--- config.mk ---
export PLATFORM = sky130hd
export DESIGN_NAME = spi_serial_port
export DESIGN_NICKNAME = d
export VERILOG_FILES = /design/src/verilog/spi_pkg.sv /design/src/verilog/spi_buffer.sv /design/src/verilog/spi_serial_port.sv
export SDC_FILE = /design/constraint.sdc
export NUM_CORES = 1
export LEC_CHECK = 0
export ABC_AREA = 1
export BUFFER_PORTS_ARGS = -buffer_cell sky130_fd_sc_hd__buf_2
export CAP_MARGIN = 20
export CORE_UTILIZATION = 65
export CTS_CLUSTER_SIZE = 28
export DETAILED_ROUTE_END_ITERATION = 7
export PLACE_DENSITY = 0.82
export SYNTH_ARGS = -nofsm -noshare
export SYNTH_HDL_FRONTEND = slang
export SYNTH_SLANG_ARGS = --single-unit
--- constraint.sdc ---
create_clock -name i_clk -period 7.5 [get_ports i_clk]
set_input_delay 0.375 -clock i_clk [delete_from_list [all_inputs] [get_ports i_clk]]
set_output_delay 0.375 -clock i_clk [all_outputs]
set_load 0.01 [all_outputs]
--- src/verilog/spi_pkg.sv ---
// shared constants and types of the serial port init and pin timing block
package spi_pkg;
	localparam int DATA_BITS = 8;
	localparam int DIV_BITS = 16;
	localparam logic [15:0] DIV_MIN = 16'h0002;
	localparam logic [15:0] DIV_MIN_1X = 16'h0008;
	localparam logic [15:0] DIV_RESET = 16'h0000;
	localparam logic [5:0] HALVES_PER_BIT_16X = 6'h20;
	localparam logic [5:0] HALVES_PER_BIT_1X = 6'h02;
	localparam logic [3:0] LAST_BIT = 4'h7;
	localparam logic [3:0] FIRST_BIT = 4'h0;
	localparam logic [1:0] SEL_OFF = 2'h0;
	localparam logic [1:0] SEL_BRG = 2'h1;
	localparam logic [1:0] SEL_EXPANSION = 2'h3;

	typedef struct packed {
		logic sync_mode_enable;
		logic clock_source_sel_hi;
		logic clock_source_sel_lo;
		logic clock_divide_bypass;
		logic ext_receive_clock_enable;
		logic ext_transmit_clock_enable;
		logic carrier_active_level;
		logic clock_idle_level;
		logic clock_active_rising;
		logic rts_active_level;
	} spi_cfg_type;

	typedef struct packed {
		logic serial_out_pin;
		logic serial_clock_output;
		logic rts_out;
		logic first_bit_strobe_out;
	} spi_pins_type;

	typedef enum logic [3:0] {
		TX_IDLE = 4'h1,
		TX_START = 4'h2,
		TX_DATA = 4'h4,
		TX_STOP = 4'h8
	} spi_tx_state_type;
endpackage

--- src/verilog/spi_buffer.sv ---
// two-entry buffer with valid and ready on both sides
`timescale 1ns/1ps
`default_nettype none
module spi_buffer #(
	parameter int WIDTH = 8
) (
	input wire logic i_clk,
	input wire logic i_rstn,
	input wire logic i_ce,
	input wire logic i_flush,
	input wire logic i_in_valid,
	input wire logic [WIDTH-1:0] i_in_data,
	output logic o_in_ready,
	output logic o_out_valid,
	output logic [WIDTH-1:0] o_out_data,
	input wire logic i_out_ready
);
	logic [WIDTH-1:0] mem [2];
	logic wr_ptr;
	logic rd_ptr;
	logic [1:0] count;
	logic in_ready;
	logic next_wr_ptr;
	logic next_rd_ptr;
	logic [1:0] next_count;
	logic push;
	logic pop;

	always_comb begin
		push = i_in_valid && in_ready;
		pop = (count != 2'h0) && i_out_ready;
		next_wr_ptr = wr_ptr ^ push;
		next_rd_ptr = rd_ptr ^ pop;
		next_count = count + {1'b0, push} - {1'b0, pop};
		if (i_flush) begin
			next_wr_ptr = 1'b0;
			next_rd_ptr = 1'b0;
			next_count = 2'h0;
		end
	end

	always_ff @(posedge i_clk or negedge i_rstn) begin
		if (!i_rstn) begin
			wr_ptr <= 1'b0;
			rd_ptr <= 1'b0;
			count <= 2'h0;
			in_ready <= 1'b0;
		end else if (i_ce) begin
			wr_ptr <= next_wr_ptr;
			rd_ptr <= next_rd_ptr;
			count <= next_count;
			in_ready <= (next_count != 2'h2);
		end
	end

	always_ff @(posedge i_clk) begin
		if (i_ce && push && !i_flush) begin
			mem[wr_ptr] <= i_in_data;
		end
	end

	assign o_in_ready = in_ready;
	assign o_out_valid = (count != 2'h0);
	assign o_out_data = mem[rd_ptr];
endmodule
`default_nettype wire

--- src/verilog/spi_serial_port.sv ---
// serial port initialisation sequence, clock generation and pin timing
`timescale 1ns/1ps
`default_nettype none
module spi_serial_port #(
	parameter int DATA_W = spi_pkg::DATA_BITS,
	parameter int DIV_W = spi_pkg::DIV_BITS
) (
	input wire logic i_clk,
	input wire logic i_rstn,
	input wire logic i_ce,
	input wire logic i_div_hi_wr,
	input wire logic i_div_lo_wr,
	input wire logic [7:0] i_div_byte,
	input wire spi_pkg::spi_cfg_type i_cfg,
	input wire logic i_tx_valid,
	input wire logic [DATA_W-1:0] i_tx_data,
	output logic o_tx_ready,
	output logic o_rx_valid,
	output logic [DATA_W-1:0] o_rx_data,
	output logic o_enabled,
	input wire logic i_serial_in_pin,
	input wire logic i_ext_receive_clock_in,
	input wire logic i_ext_transmit_clock_in,
	input wire logic i_carrier_detect_gate,
	output spi_pkg::spi_pins_type o_pins
);
	function automatic logic [15:0] eff_divisor(input logic [15:0] div, input logic one_x);
		eff_divisor = (one_x && div < spi_pkg::DIV_MIN_1X) ? spi_pkg::DIV_MIN_1X : div;
	endfunction

	function automatic logic edge_of(input logic now, input logic was, input logic rising);
		edge_of = rising ? (now && !was) : (!now && was);
	endfunction

	// divisor bytes and enable sequence
	logic [7:0] div_hi;
	logic [7:0] div_lo;
	logic pend_hi;
	logic pend_lo;
	logic enabled;
	logic [7:0] next_div_hi;
	logic [7:0] next_div_lo;
	logic next_pend_hi;
	logic next_pend_lo;
	logic next_enabled;
	logic any_wr;

	always_comb begin
		next_div_hi = div_hi;
		next_div_lo = div_lo;
		next_pend_hi = pend_hi;
		next_pend_lo = pend_lo;
		next_enabled = enabled;
		any_wr = i_div_hi_wr || i_div_lo_wr;
		if (i_div_hi_wr) begin
			next_div_hi = i_div_byte;
			next_pend_hi = 1'b1;
		end
		if (i_div_lo_wr) begin
			next_div_lo = i_div_byte;
			next_pend_lo = 1'b1;
		end
		if (any_wr) begin
			next_enabled = 1'b0;
			if (next_pend_hi && next_pend_lo) begin
				next_enabled = 1'b1;
				next_pend_hi = 1'b0;
				next_pend_lo = 1'b0;
			end
		end
	end

	always_ff @(posedge i_clk or negedge i_rstn) begin
		if (!i_rstn) begin
			div_hi <= spi_pkg::DIV_RESET[15:8];
			div_lo <= spi_pkg::DIV_RESET[7:0];
			pend_hi <= 1'b0;
			pend_lo <= 1'b0;
			enabled <= 1'b0;
		end else if (i_ce) begin
			div_hi <= next_div_hi;
			div_lo <= next_div_lo;
			pend_hi <= next_pend_hi;
			pend_lo <= next_pend_lo;
			enabled <= next_enabled;
		end
	end

	// two-stage synchronisers, third stage for edges
	logic [1:0] rxc_sync;
	logic [1:0] txc_sync;
	logic [1:0] dcd_sync;
	logic [1:0] sin_sync;
	logic rxc_d;
	logic txc_d;

	always_ff @(posedge i_clk or negedge i_rstn) begin
		if (!i_rstn) begin
			rxc_sync <= 2'h0;
			txc_sync <= 2'h0;
			dcd_sync <= 2'h0;
			sin_sync <= 2'h3;
			rxc_d <= 1'b0;
			txc_d <= 1'b0;
		end else if (i_ce) begin
			rxc_sync <= {rxc_sync[0], i_ext_receive_clock_in};
			txc_sync <= {txc_sync[0], i_ext_transmit_clock_in};
			dcd_sync <= {dcd_sync[0], i_carrier_detect_gate};
			sin_sync <= {sin_sync[0], i_serial_in_pin};
			rxc_d <= rxc_sync[1];
			txc_d <= txc_sync[1];
		end
	end

	// baud rate generator
	logic [DIV_W-1:0] brg_cnt;
	logic brg_out;
	logic [DIV_W-1:0] next_brg_cnt;
	logic next_brg_out;
	logic [15:0] div_eff;
	logic brg_in;
	logic brg_rise;
	logic brg_fall;
	logic half_tick;

	always_comb begin
		// 1x internal shift clock kept at or below internal/8
		div_eff = eff_divisor({div_hi, div_lo}, i_cfg.clock_divide_bypass);
		brg_in = i_cfg.ext_receive_clock_enable ? edge_of(rxc_sync[1], rxc_d, 1'b1) : 1'b1;
		brg_rise = 1'b0;
		brg_fall = 1'b0;
		next_brg_cnt = brg_cnt;
		next_brg_out = brg_out;
		if (!enabled) begin
			// counter held at zero until the divisor pair is loaded
			next_brg_cnt = '0;
			next_brg_out = 1'b1;
		// divisor of 0 or 1 stops the generator when clock_divide_bypass is clear
		end else if (brg_in && div_eff >= spi_pkg::DIV_MIN) begin
			if (brg_cnt == DIV_W'(div_eff - 16'h0001)) begin
				next_brg_cnt = '0;
				next_brg_out = 1'b1;
				brg_rise = 1'b1;
			end else begin
				next_brg_cnt = brg_cnt + 1'b1;
				if (next_brg_cnt == DIV_W'(div_eff >> 1)) begin
					next_brg_out = 1'b0;
					brg_fall = 1'b1;
				end
			end
		end
		half_tick = i_cfg.ext_transmit_clock_enable
			? (txc_sync[1] != txc_d) : (brg_rise || brg_fall);
	end

	always_ff @(posedge i_clk or negedge i_rstn) begin
		if (!i_rstn) begin
			brg_cnt <= '0;
			brg_out <= 1'b1;
		end else if (i_ce) begin
			brg_cnt <= next_brg_cnt;
			brg_out <= next_brg_out;
		end
	end

	// transmit data buffer
	logic buf_valid;
	logic [DATA_W-1:0] buf_data;
	logic pop;

	spi_buffer #(
		.WIDTH(DATA_W)
	) u_tx_buffer (
		.i_clk(i_clk),
		.i_rstn(i_rstn),
		.i_ce(i_ce),
		.i_flush(any_wr),
		.i_in_valid(i_tx_valid),
		.i_in_data(i_tx_data),
		.o_in_ready(o_tx_ready),
		.o_out_valid(buf_valid),
		.o_out_data(buf_data),
		.i_out_ready(pop)
	);

	// transmitter
	spi_pkg::spi_tx_state_type state;
	spi_pkg::spi_tx_state_type next_state;
	logic [DATA_W-1:0] tx_sh;
	logic [3:0] bit_n;
	logic [5:0] half_cnt;
	logic [DATA_W-1:0] next_tx_sh;
	logic [3:0] next_bit_n;
	logic [5:0] next_half_cnt;
	logic [5:0] halves;
	logic bit_end;
	logic second_half;
	logic sync_mode;
	logic [1:0] sel;

	always_comb begin
		sync_mode = i_cfg.sync_mode_enable;
		sel = {i_cfg.clock_source_sel_hi, i_cfg.clock_source_sel_lo};
		// sixteen-times division in either mode unless clock_divide_bypass is set
		halves = i_cfg.clock_divide_bypass
			? spi_pkg::HALVES_PER_BIT_1X : spi_pkg::HALVES_PER_BIT_16X;
		bit_end = half_tick && (half_cnt == halves - 6'h01);
		second_half = (half_cnt >= (halves >> 1));
		pop = enabled && (state == spi_pkg::TX_IDLE) && buf_valid;
		next_state = state;
		next_tx_sh = tx_sh;
		next_bit_n = bit_n;
		next_half_cnt = half_cnt;
		if (state != spi_pkg::TX_IDLE && half_tick) begin
			next_half_cnt = bit_end ? 6'h00 : half_cnt + 6'h01;
		end
		case (state)
			spi_pkg::TX_IDLE: begin
				if (pop) begin
					next_tx_sh = buf_data;
					next_bit_n = spi_pkg::FIRST_BIT;
					next_half_cnt = 6'h00;
					next_state = sync_mode ? spi_pkg::TX_DATA : spi_pkg::TX_START;
				end
			end
			spi_pkg::TX_START: begin
				if (bit_end) begin
					next_state = spi_pkg::TX_DATA;
				end
			end
			spi_pkg::TX_DATA: begin
				if (bit_end) begin
					next_tx_sh = tx_sh >> 1;
					next_bit_n = bit_n + 4'h1;
					if (bit_n == spi_pkg::LAST_BIT) begin
						next_state = sync_mode ? spi_pkg::TX_IDLE : spi_pkg::TX_STOP;
					end
				end
			end
			spi_pkg::TX_STOP: begin
				if (bit_end) begin
					next_state = spi_pkg::TX_IDLE;
				end
			end
			default: begin
				next_state = spi_pkg::TX_IDLE;
			end
		endcase
		if (!enabled || any_wr) begin
			next_state = spi_pkg::TX_IDLE;
			next_half_cnt = 6'h00;
			next_bit_n = spi_pkg::FIRST_BIT;
		end
	end

	always_ff @(posedge i_clk or negedge i_rstn) begin
		if (!i_rstn) begin
			state <= spi_pkg::TX_IDLE;
			tx_sh <= '0;
			bit_n <= spi_pkg::FIRST_BIT;
			half_cnt <= 6'h00;
		end else if (i_ce) begin
			state <= next_state;
			tx_sh <= next_tx_sh;
			bit_n <= next_bit_n;
			half_cnt <= next_half_cnt;
		end
	end

	// pin drivers
	spi_pkg::spi_pins_type pins;
	spi_pkg::spi_pins_type next_pins;
	logic in_data;
	logic exp_clk;
	logic sync_clk;
	logic rts_on;

	always_comb begin
		in_data = (state == spi_pkg::TX_DATA);
		// expansion clock low then rising mid-bit, idle high
		exp_clk = in_data ? second_half : 1'b1;
		// synchronous clock idle level and active edge programmable
		sync_clk = in_data
			? (second_half ? i_cfg.clock_active_rising : !i_cfg.clock_active_rising)
			: i_cfg.clock_idle_level;
		// serial data out in every mode
		next_pins.serial_out_pin = (state == spi_pkg::TX_START) ? 1'b0
			: (in_data ? tx_sh[0] : 1'b1);
		if (sync_mode) begin
			// code 00 turns the clock output off
			next_pins.serial_clock_output = (sel == spi_pkg::SEL_OFF)
				? i_cfg.clock_idle_level : sync_clk;
		end else begin
			// code 11 picks serial expansion mode
			case (sel)
				spi_pkg::SEL_EXPANSION: next_pins.serial_clock_output = exp_clk;
				spi_pkg::SEL_BRG: next_pins.serial_clock_output = brg_out;
				default: next_pins.serial_clock_output = 1'b1;
			endcase
		end
		// active from first bit until the last active edge, dropping in the same cycle
		rts_on = sync_mode && in_data && !(bit_n == spi_pkg::LAST_BIT && second_half);
		next_pins.rts_out = rts_on ? i_cfg.rts_active_level : !i_cfg.rts_active_level;
		// strobe high for the first bit only
		next_pins.first_bit_strobe_out = sync_mode && in_data && (bit_n == spi_pkg::FIRST_BIT);
		// idle levels while held in reset
		if (!enabled) begin
			next_pins.serial_out_pin = 1'b1;
			next_pins.serial_clock_output = sync_mode ? i_cfg.clock_idle_level : 1'b1;
			next_pins.rts_out = !i_cfg.rts_active_level;
			next_pins.first_bit_strobe_out = 1'b0;
		end
	end

	always_ff @(posedge i_clk or negedge i_rstn) begin
		if (!i_rstn) begin
			pins <= '{serial_out_pin: 1'b1, serial_clock_output: 1'b1,
				rts_out: 1'b1, first_bit_strobe_out: 1'b0};
		end else if (i_ce) begin
			pins <= next_pins;
		end
	end

	// synchronous receiver
	logic [DATA_W-1:0] rx_sh;
	logic [3:0] rx_n;
	logic rx_valid;
	logic [DATA_W-1:0] rx_data;
	logic [DATA_W-1:0] next_rx_sh;
	logic [3:0] next_rx_n;
	logic next_rx_valid;
	logic [DATA_W-1:0] next_rx_data;
	logic rx_edge;

	always_comb begin
		// carrier detect gates the receive clock, sync mode only
		rx_edge = enabled && sync_mode && (dcd_sync[1] == i_cfg.carrier_active_level)
			&& edge_of(rxc_sync[1], rxc_d, i_cfg.clock_active_rising);
		next_rx_sh = rx_sh;
		next_rx_n = rx_n;
		next_rx_valid = 1'b0;
		next_rx_data = rx_data;
		if (rx_edge) begin
			next_rx_sh = {sin_sync[1], rx_sh[DATA_W-1:1]};
			next_rx_n = rx_n + 4'h1;
			if (rx_n == spi_pkg::LAST_BIT) begin
				next_rx_n = spi_pkg::FIRST_BIT;
				next_rx_valid = 1'b1;
				next_rx_data = next_rx_sh;
			end
		end
		if (!enabled || any_wr) begin
			next_rx_n = spi_pkg::FIRST_BIT;
		end
	end

	always_ff @(posedge i_clk or negedge i_rstn) begin
		if (!i_rstn) begin
			rx_sh <= '0;
			rx_n <= spi_pkg::FIRST_BIT;
			rx_valid <= 1'b0;
			rx_data <= '0;
		end else if (i_ce) begin
			rx_sh <= next_rx_sh;
			rx_n <= next_rx_n;
			rx_valid <= next_rx_valid;
			rx_data <= next_rx_data;
		end
	end

	assign o_pins = pins;
	assign o_rx_valid = rx_valid;
	assign o_rx_data = rx_data;
	assign o_enabled = enabled;
endmodule
`default_nettype wire

-- Word-level counts from Yosys, hierarchy flattened
Memories as Yosys holds them, arrays and structs flattened.
Cells that the tools add are included.
- output and inout bits: 15
- input bits: 36
- register bits: 98
- memories: 1
- RAM bits: 16
- word-level logic and storage cells: 182
- eq/ne operators: 24
- muxes and demuxes: 68
- bitwise gates (word level): 2
- order comparisons: 3
- add/sub/neg operators: 8
- reduce and logical (&&, ||, !) cells: 47
- memories (name ; depth ; width ; read ports ; clocked after memory_dff ; write ports ; line ; text):
    u_tx_buffer.mem ; 2 ; 8 ; 1 ; 0 ; 1 ; spi_buffer.sv:18 ; logic [WIDTH-1:0] mem [2];
- operator list (kind ; number):
    16-bit 2-to-1 mux ; 4
    4-bit 2-to-1 mux ; 14
    1-bit 2-to-1 mux ; 36
    6-bit 2-to-1 mux ; 6
    1-bit logical AND ; 20
    16-bit by 1-bit adder with 16-bit output, second input constant ; 1
    16-bit by 15-bit == test with 1-bit output ; 1
    16-bit == test ; 1
    16-bit by 2-bit >= comparator with 1-bit output, second input constant ; 1
    16-bit by 4-bit less-than comparator with 1-bit output, second input constant ; 1
    8-bit 2-to-1 mux ; 2
    4-bit one-hot mux with 4 select lines ; 1
    8-bit one-hot mux with 2 select lines ; 1
    16-bit by 1-bit subtractor with 16-bit output, second input constant ; 1
    4-bit by 3-bit == test with 1-bit output, second input constant ; 3
    2-bit AND reduction ; 6
    3-bit by 1-bit != test with 1-bit output, second input constant ; 3
    4-bit by 1-bit adder with 4-bit output, second input constant ; 2
    4-bit one-hot mux with 2 select lines ; 1
    4-bit AND reduction ; 2
    1-bit zero test ; 7
    6-bit by 1-bit adder with 6-bit output, second input constant ; 1
    6-bit == test ; 1
    6-bit by 5-bit >= comparator with 1-bit output ; 1
    other kinds (26) ; 35

-- Logic depth before layout (Yosys ltp)
Gate-level depths: netlist of the first run.
- depth after elaboration: 16
- depth in mapped cells: 27

-- By module
A second synthesis of the first run with hierarchy kept.
- cells, all modules: 841
- area total of the unflattened synthesis: 6502.5 µm²
- modules (own cells, without submodules) (module ; sequential area each (µm²) ; times used ; area each (µm²) ; cells an instance):
    spi_serial_port ; 2311.0 ; 1 ; 5619.1 ; 757
    spi_buffer ; 605.6 ; 1 ; 883.3 ; 84

-- Worst setup path after synthesis of the first run
No wires, ideal clock.
- path type: register to register
- start: register div_hi[0]
- end: register tx_sh[6]
- path buffers: 3
- cell stages (with the launch flop): 27
- setup slack: 4.643 ns
- data arrival time: 2.733 ns
- period minus slack after synthesis: 2.857 ns
- path through: dfrtp_1 buf_6 nor2_4 nand2_2 nor2_2 nand2_4 buf_6 nand2_2 ha_1 nand4_2 nor2_2 nand2_1 nand2_1 nand2_1 nor2_1 nand2_1 nor2_1 nand2_1 nand2_1 nand2_2 nand2_4 nand2_2 nand2_2 nand2_4 buf_6 nand2_2 o21ai_2
- word-level cells in the longest chain between the ends: 13
- elaborated cells on any way between the ends: 20
- classes of those cells: 1 x add/sub; 2 x order compare; 3 x eq/ne; 9 x mux; 5 x reduce/logical
- RTL lines (element ; line ; text):
    start: declaration ; spi_serial_port.sv:36 ; logic [7:0] div_hi;
    start signal: assignment ; spi_serial_port.sv:75 ; div_hi <= spi_pkg::DIV_RESET[15:8];
    start signal: assignment ; spi_serial_port.sv:81 ; div_hi <= next_div_hi;
    16-bit by 4-bit less-than comparator with 1-bit output ; spi_serial_port.sv:28 ; eff_divisor = (one_x && div < spi_pkg::DIV_MIN_1X) ? spi_pkg::DIV_MIN_1X : div;
    1-bit logical AND ; spi_serial_port.sv:28 ;
    16-bit 2-to-1 mux (*) ; spi_serial_port.sv:28 ;
    16-bit by 1-bit subtractor with 16-bit output or 16-bit by 15-bit == test with 1-bit output (tied branches) ; spi_serial_port.sv:140, spi_serial_port.sv:146 ;
    16-bit == test or 1-bit 2-to-1 mux (tied branches) ; spi_serial_port.sv:140, spi_serial_port.sv:146 ;
    1-bit 2-to-1 mux ; spi_serial_port.sv:140 ; if (brg_cnt == DIV_W'(div_eff - 16'h0001)) begin
    1-bit 2-to-1 mux ; spi_serial_port.sv:139 ; end else if (brg_in && div_eff >= spi_pkg::DIV_MIN) begin
    1-bit 2-to-1 mux ; spi_serial_port.sv:134 ; if (!enabled) begin
    1-bit logical OR (*) ; spi_serial_port.sv:153 ; ? (txc_sync[1] != txc_d) : (brg_rise || brg_fall);
    1-bit 2-to-1 mux (*) ; spi_serial_port.sv:153 ;
    1-bit logical AND (*) ; spi_serial_port.sv:207 ; bit_end = half_tick && (half_cnt == halves - 6'h01);
    2-bit != test (no line) (*) ; - ;
    4-bit AND reduction (no line) (*) ; - ;
    end signal: assignment ; spi_serial_port.sv:264 ; tx_sh <= next_tx_sh;
    end: declaration ; spi_serial_port.sv:189 ; logic [DATA_W-1:0] tx_sh;
Mark *: on every way between the ends. The rest lies on a longest branch, timed or not.
A chain may end at the register's enable or synchronous reset.

-- Final worst setup path of the first run
- start: register div_lo[6]
- end: register tx_sh[5]
- word-level cells in the longest chain between the ends: 13
- elaborated cells on any way between the ends: 20
- classes of those cells: 1 x add/sub; 2 x order compare; 3 x eq/ne; 9 x mux; 5 x reduce/logical
- RTL lines (element ; line ; text):
    start: declaration ; spi_serial_port.sv:37 ; logic [7:0] div_lo;
    start signal: assignment ; spi_serial_port.sv:76 ; div_lo <= spi_pkg::DIV_RESET[7:0];
    start signal: assignment ; spi_serial_port.sv:82 ; div_lo <= next_div_lo;
    16-bit by 4-bit less-than comparator with 1-bit output ; spi_serial_port.sv:28 ;
    1-bit logical AND ; spi_serial_port.sv:28 ;
    16-bit 2-to-1 mux (*) ; spi_serial_port.sv:28 ;
    16-bit by 1-bit subtractor with 16-bit output or 16-bit by 15-bit == test with 1-bit output (tied branches) ; spi_serial_port.sv:140, spi_serial_port.sv:146 ;
    16-bit == test or 1-bit 2-to-1 mux (tied branches) ; spi_serial_port.sv:140, spi_serial_port.sv:146 ;
    1-bit 2-to-1 mux ; spi_serial_port.sv:140 ;
    1-bit 2-to-1 mux ; spi_serial_port.sv:139 ;
    1-bit 2-to-1 mux ; spi_serial_port.sv:134 ;
    1-bit logical OR (*) ; spi_serial_port.sv:153 ;
    1-bit 2-to-1 mux (*) ; spi_serial_port.sv:153 ;
    1-bit logical AND (*) ; spi_serial_port.sv:207 ;
    2-bit != test (no line) (*) ; - ;
    4-bit AND reduction (no line) (*) ; - ;
Marked as above.

==> results.yml, run 1 <==
status:
  run_status: "complete, no violations"
clocking:
  clock_sinks: 113
  cts_setup_buffers: 0
  clock-root-buffer: "clkbuf_8"
  clk_latency_ps: 530
  clk_pin_slew_ps: 60
  cts_made_buffers: 17
  cts_tree: "built"
  clk_path_buf_depth: 2
  h-tree-depth: 4
power:
  seqPwrFrac_pct: 40.7
  leakage_nw: 3.57
  power_frac_comb_pct: 15.9
  power_density_mw_per_mm2: 252
  switching_share_pct: 29.8
  vdd_drop_max_mv: 0.193
  intPower_mw: 1.31
  p_clk_share_pct: 43.4
  p_switching_mw: 0.557
detailed_routing:
  vias: 5708
  drt-met1-wl_mm: 6.64
  highest_layer: "met4"
  drc: 0
  drt_iter0_drc: 343
  wl_per_cell_um: 14.8
  viasPerCell: 5.52
  antenna_left: 0
  drt-pass1-iter-count: 5
  wirelength_mm: 15.3
  wl_met2_mm: 7.45
  met3_length_um: 856
logic_synthesis:
  ys_types: 44
  synth.top_cells.by_count: "nand2_1 (229), inv_1 (106), dfrtp_1 (90)"
  synth_cells: 837
  synth_seq_cells: 113
  async_reset_ff_share_pct: 85.8
  synthDominantCellAreaShare_pct: 34.8
  synth_edf_count: 16
  synthTopCellsByArea: "dfrtp_1 (35%), nand2_1 (13%), edfxtp_1 (7.4%), o21ai_0 (6.7%), inv_1 (6.1%)"
  synth-warning-count: 0
  avgSynthCellArea_um2: 7.74
  synth_seq_area_share_pct: 45.0
  syn_area_mm2: 0.00647
  synth_top_area_cell: "dfrtp_1"
  synth_fp_nets: 884
  yosysMostFrequentCell: "nand2_1"
  synth_ff_type: "dfrtp_1"
critical_path:
  crit_required_ps: 7900
  worstSetupStartpointType: "flop"
  end_kind: "flop"
  setup.worst_path.class: "flop to flop"
  path_max_fanout: 16
  arrival_ps: 3700
place:
  dp_hpwl_mm: 10.9
  routabilityCongestion: 0.956
  placed_cells: 1000
  port_buffers: 50
  placed_cell_area_mm2: 0.00680
layout:
  n_antenna_cell: 0
  drive_gt1_share_pct: 14.7
  final_design_area_no_fill_mm2: 0.00741
  stdcell_count: 1034
  nNetsFinal: 935
  post-route-util_pct: 76.2
  area_growth_syn_to_layout_pct: 14.5
global_route:
  grt_overflow: 0
  grt_use_total_pct: 31.6
  grt_max_degree: 74
  grt_pass1_vias: 5221
  grt_pass1_wl_mm: 24.6
  antenna_found_initial: 0
timing:
  rsz0062_at_grt: "no"
  hold_viol_final: 0
  period_needed_ps: 3300
  worst_slew_pin_slew_ps: 1000
  finalClockSkew_ps: 9.06
  fmax_mhz: 303
  fin_crit_sh_pct: 44.0
  setup_violations: 0
  maxSlewViolCount: 0
  tns_ps: 0
  relSlewSlack_pct: 32.5
  holdWs_ps: 37.8
die:
  fp.dieW_um: 102
  rows: 36
  die_h_um: 102
  pin_count: 51
  initial_core_util_pct: 66.6
  core_mm2: 0.00973
  dieArea_mm2: 0.0104
flow_run:
  drv_cap: 0
min_path:
  hp-class: "input pin to flop"
-- cell usage in the layout (no fill, tap or decap), types with 11 or more instances in the layout --
cell / count
xnor2_1: 11
a21oi_1: 16
nor3_1: 14
nand4_1: 13
o22ai_1: 13
dfrtp_1: 90
nor2_1: 64
inv_1: 106
nand2_1: 229
ha_1: 11
o21ai_0: 87
edfxtp_1: 16
xor2_1: 21
buf_2: 50
nand3_1: 55
clkbuf_16: 16
-- metrics by stage --
| stage | setup slack, ps | total power [mW] |
|---|---|---|
| 2_1_floorplan | 4640 | 0.972 |
| 3_3_place_gp | 4350 | 1.05 |
| 3_5_place_dp | 4250 | 1.06 |
| 4_1_cts | 4230 | 1.88 |
| 5_1_grt | 3880 | 1.95 |
| 6_report | 4200 | 1.87 |
-- path summary, 6_finish.rpt --
path	start	to	slack (ps)	cells after the start
max	div_lo[6]	tx_sh[5]	4200	23
min	i_tx_data[7]	u_tx_buffer.mem[0][7]	40	1
max reg2reg	div_lo[6]	tx_sh[5]	4200	23
min reg2reg	sin_sync[0]	sin_sync[0]	470	2
max in group asynchronous	i_rstn	state[1]	5980	3
min in group asynchronous	i_rstn	div_lo[7]	290	2
-- cell type report --
type,count,area [µm²]
multi-input combinational,592,3030
sequential,113,2920
fill,721,2320
clock buffer,17,414
inverter,109,409
timing repair buffer,55,290
clock inverter,15,185
tap,133,166
-- state kept, by name, summed over array words and instances, names as in the netlist, 4 cells and up --
register,count
bit_n,4
brg_cnt,16
div_hi,8
div_lo,8
half_cnt,6
o_pins,4
o_rx_data,8
rx_n,4
rx_sh,7
state,4
tx_sh,8
u_tx_buffer.mem,16
-- critical path: stages, from the launching register on --
cell and delay, ps:
dfrtp_1 480, nor2_2 200, nand2_2 90, nor2_2 140, nand2_4 160, nand2_2 140
ha_1 230, nand4_2 180, nor2_2 230, nand2_1 70, nand2_1 60, nand2_1 40
nor2_1 80, nand2_1 50, nor2_1 90, nand2_1 130, nand2_1 100, nand2_2 80
nand2_4 110, nand2_2 70, nand2_2 80, nand2_4 150, nand2_1 130, o21ai_2 60
-- what timing repair did --
action / in CTS / in global routing
hold endpoints to repair: 24 / 0
hold buffers: 1 / 0
resized for setup: 0 / 0
endpoints found under the setup margin: 0 / 0
-- routing by layer --
metal / track usage (%) / up-vias
met3: 7.11 / 41
met5: 0 / -
li1: - / 2824
met4: 11.9 / 0
met1: 40.6 / 2644
met2: 52.2 / 199
-- cells by family (layout without fill, tap and decap cells) --
group	after synthesis	in the layout	share of synthesized area, %
adders and majority gates	11	11	2.13
buffers and inverters	132	196	8.17
AOI/OAI and AO/OA	139	139	12.4
xor gates and xnor gates	33	33	4.68
and+or+nand+nor	409	409	27.6
DFF	113	113	45.0
-- power by group through the flow --
stage / clock, mW / sequential, mW / combinational [mW]
floorplan: 0 / 0.743 / 0.229
global placement: 0 / 0.765 / 0.281
detailed placement: 0 / 0.767 / 0.292
CTS: 0.821 / 0.759 / 0.296
global route: 0.849 / 0.768 / 0.336
finish: 0.812 / 0.760 / 0.296
Note: power is estimated with default switching activity, not from simulation.
==> run 2, diff against run 1 <==
--- a/config.mk
+++ b/config.mk
@@ -8,10 +8,10 @@
 export ABC_AREA = 1
 export BUFFER_PORTS_ARGS = -buffer_cell sky130_fd_sc_hd__buf_2
 export CAP_MARGIN = 20
-export CORE_UTILIZATION = 65
+export CORE_UTILIZATION = 61
 export CTS_CLUSTER_SIZE = 28
 export DETAILED_ROUTE_END_ITERATION = 7
-export PLACE_DENSITY = 0.82
+export PLACE_DENSITY = 0.78
 export SYNTH_ARGS = -nofsm -noshare
 export SYNTH_HDL_FRONTEND = slang
 export SYNTH_SLANG_ARGS = --single-unit
==> constraint.sdc (replaced) <==
create_clock -name i_clk -period 3.3 [get_ports i_clk]
set_input_delay 0.165 -clock i_clk [delete_from_list [all_inputs] [get_ports i_clk]]
set_output_delay 0.165 -clock i_clk [all_outputs]
set_load 0.01 [all_outputs]
==> results.yml, run 2 (synthesis results as in run 1) <==
global_route:
  grt_pass1_wl_mm: 27.5
  grt_use_total_pct: 32.7
  antenna_found_initial: 0
  grt_pass1_vias: 5585
  grt_overflow: 0
  grt_max_degree: 82
clocking:
  clk_path_buf_depth: 2
  cts_made_buffers: 17
  clock-root-buffer: "clkbuf_8"
  cts_tree: "built"
  clock_sinks: 113
  cts_setup_buffers: 0
  h-tree-depth: 4
  clk_latency_ps: 530
  clk_pin_slew_ps: 50
timing:
  fmax_mhz: 331
  period_needed_ps: 3020
  setup_violations: 0
  maxSlewViolCount: 0
  worst_slew_pin_slew_ps: 822
  fin_crit_sh_pct: 91.5
  relSlewSlack_pct: 45.1
  fin_ws_ps: 280
  hold_viol_final: 0
  finalClockSkew_ps: 7.55
detailed_routing:
  viasPerCell: 5.58
  drt_iter0_drc: 477
  drc: 0
  drt-pass1-iter-count: 5
  wl_per_cell_um: 16.0
  antenna_left: 0
  vias: 5984
  wirelength_mm: 17.2
place:
  routabilityCongestion: 0.940
  port_buffers: 50
  preCtsSetupSlack_ps: 146
  dp_hpwl_mm: 11.6
layout:
  area_growth_syn_to_layout_pct: 20.1
  n_antenna_cell: 0
  final_common_cell: "nand2_1"
  layout_common_cells: "nand2_1 (228), inv_1 (106), o21ai_0 (87), dfrtp_1 (87), nor2_1 (63)"
  drive_gt1_share_pct: 15.5
  reg.largest.list: "brg_cnt x16, u_tx_buffer.mem x16"
  nNetsFinal: 971
critical_path:
  crit_required_ps: 3710
  arrival_ps: 3430
  path_max_fanout: 16
  worstSetupStartpointType: "flop"
  setup.worst_path.class: "flop to flop"
  end_kind: "flop"
die:
  die_h_um: 105
  pin_count: 51
  rows: 37
  core_mm2: 0.0103
  initial_core_util_pct: 62.7
  fp.dieW_um: 105
  dieArea_mm2: 0.0110
power:
  leakage_nw: 3.70
  p_total_mw: 4.25
  power_density_mw_per_mm2: 547
  vdd_drop_max_mv: 0.471
min_path:
  hp-class: "input pin to flop"
status:
  run_status: "complete, no violations"
flow_run:
  drv_cap: 0
run 2: area by class of cell:
| cell class | count | area [µm²] |
|---|---|---|
| repair buffers | 91 | 631 |
| well taps | 136 | 170 |
| flip-flops and latches | 113 | 2920 |
| multi-input cells | 592 | 3080 |
| inverters | 109 | 409 |
| clock inverters | 13 | 144 |
| fillers | 777 | 2550 |
| clock buffers | 19 | 422 |
run 2: power breakdown:
group          total (mW)  internal, mW  switching (mW)
clock network        1.77          1.13           0.636
logic               0.769         0.291           0.478
registers            1.72          1.58           0.135
total                4.25          3.00            1.25
run 2: critical path: stages (launching register included):
cell and delay (ps):
dfrtp_1 410, ha_1 210, nand3_1 210, nor2_1 190, buf_4 140, nand2_1 80, nand2_1 80, nand2_1 120
nand2_1 90, nand4_1 90, nor2_1 150, nand2_1 70, nor2_1 80, nand4_1 170, nand2_1 130, nand2_2 80
nand2_4 120, nand2_2 70, nand2_2 120, nand2_8 120, nand2_1 110, o21ai_2 60
run 2: final timing paths:
check | from | endpoint | slack [ps] | depth (start not counted)
max in group asynchronous | i_rstn | o_pins[1] | 2470 | 3
min | i_cfg[7] | o_pins[2] | 50 | 4
max | brg_cnt[1] | tx_sh[3] | 280 | 21
max reg2reg | brg_cnt[1] | tx_sh[3] | 280 | 21
min in group asynchronous | i_rstn | brg_cnt[5] | 160 | 2
min reg2reg | sin_sync[0] | sin_sync[0] | 460 | 2
run 2: timing repair:
item	CTS	global route
hold buffers	25	0
resized for setup	0	12
endpoints found under the hold margin	115	0
endpoints found under the setup margin	0	22
run 2: routing by layer:
layer / vias to the layer above / GRT usage [%] / part of all wire, %
met5: - / 0 / 0
met4: 0 / 10.4 / 1.5
met3: 32 / 7.61 / 6.1
met2: 230 / 54.9 / 49
met1: 2830 / 42.0 / 43
li1: 2892 / - / -
run 2: through the flow:
step                hold WS [ps]  instance area (µm²)  util (%)  cells  setup TNS, ps
floorplan                   -131                 6470         -    837              0
global placement             352                 6880      66.6   1013              0
detailed placement           356                 6880      66.6   1013              0
CTS                         19.3                 7690      74.5   1070              0
global route                54.3                 7770      75.3   1073          -15.6
finish                      48.2                 7770      75.3   1073              0
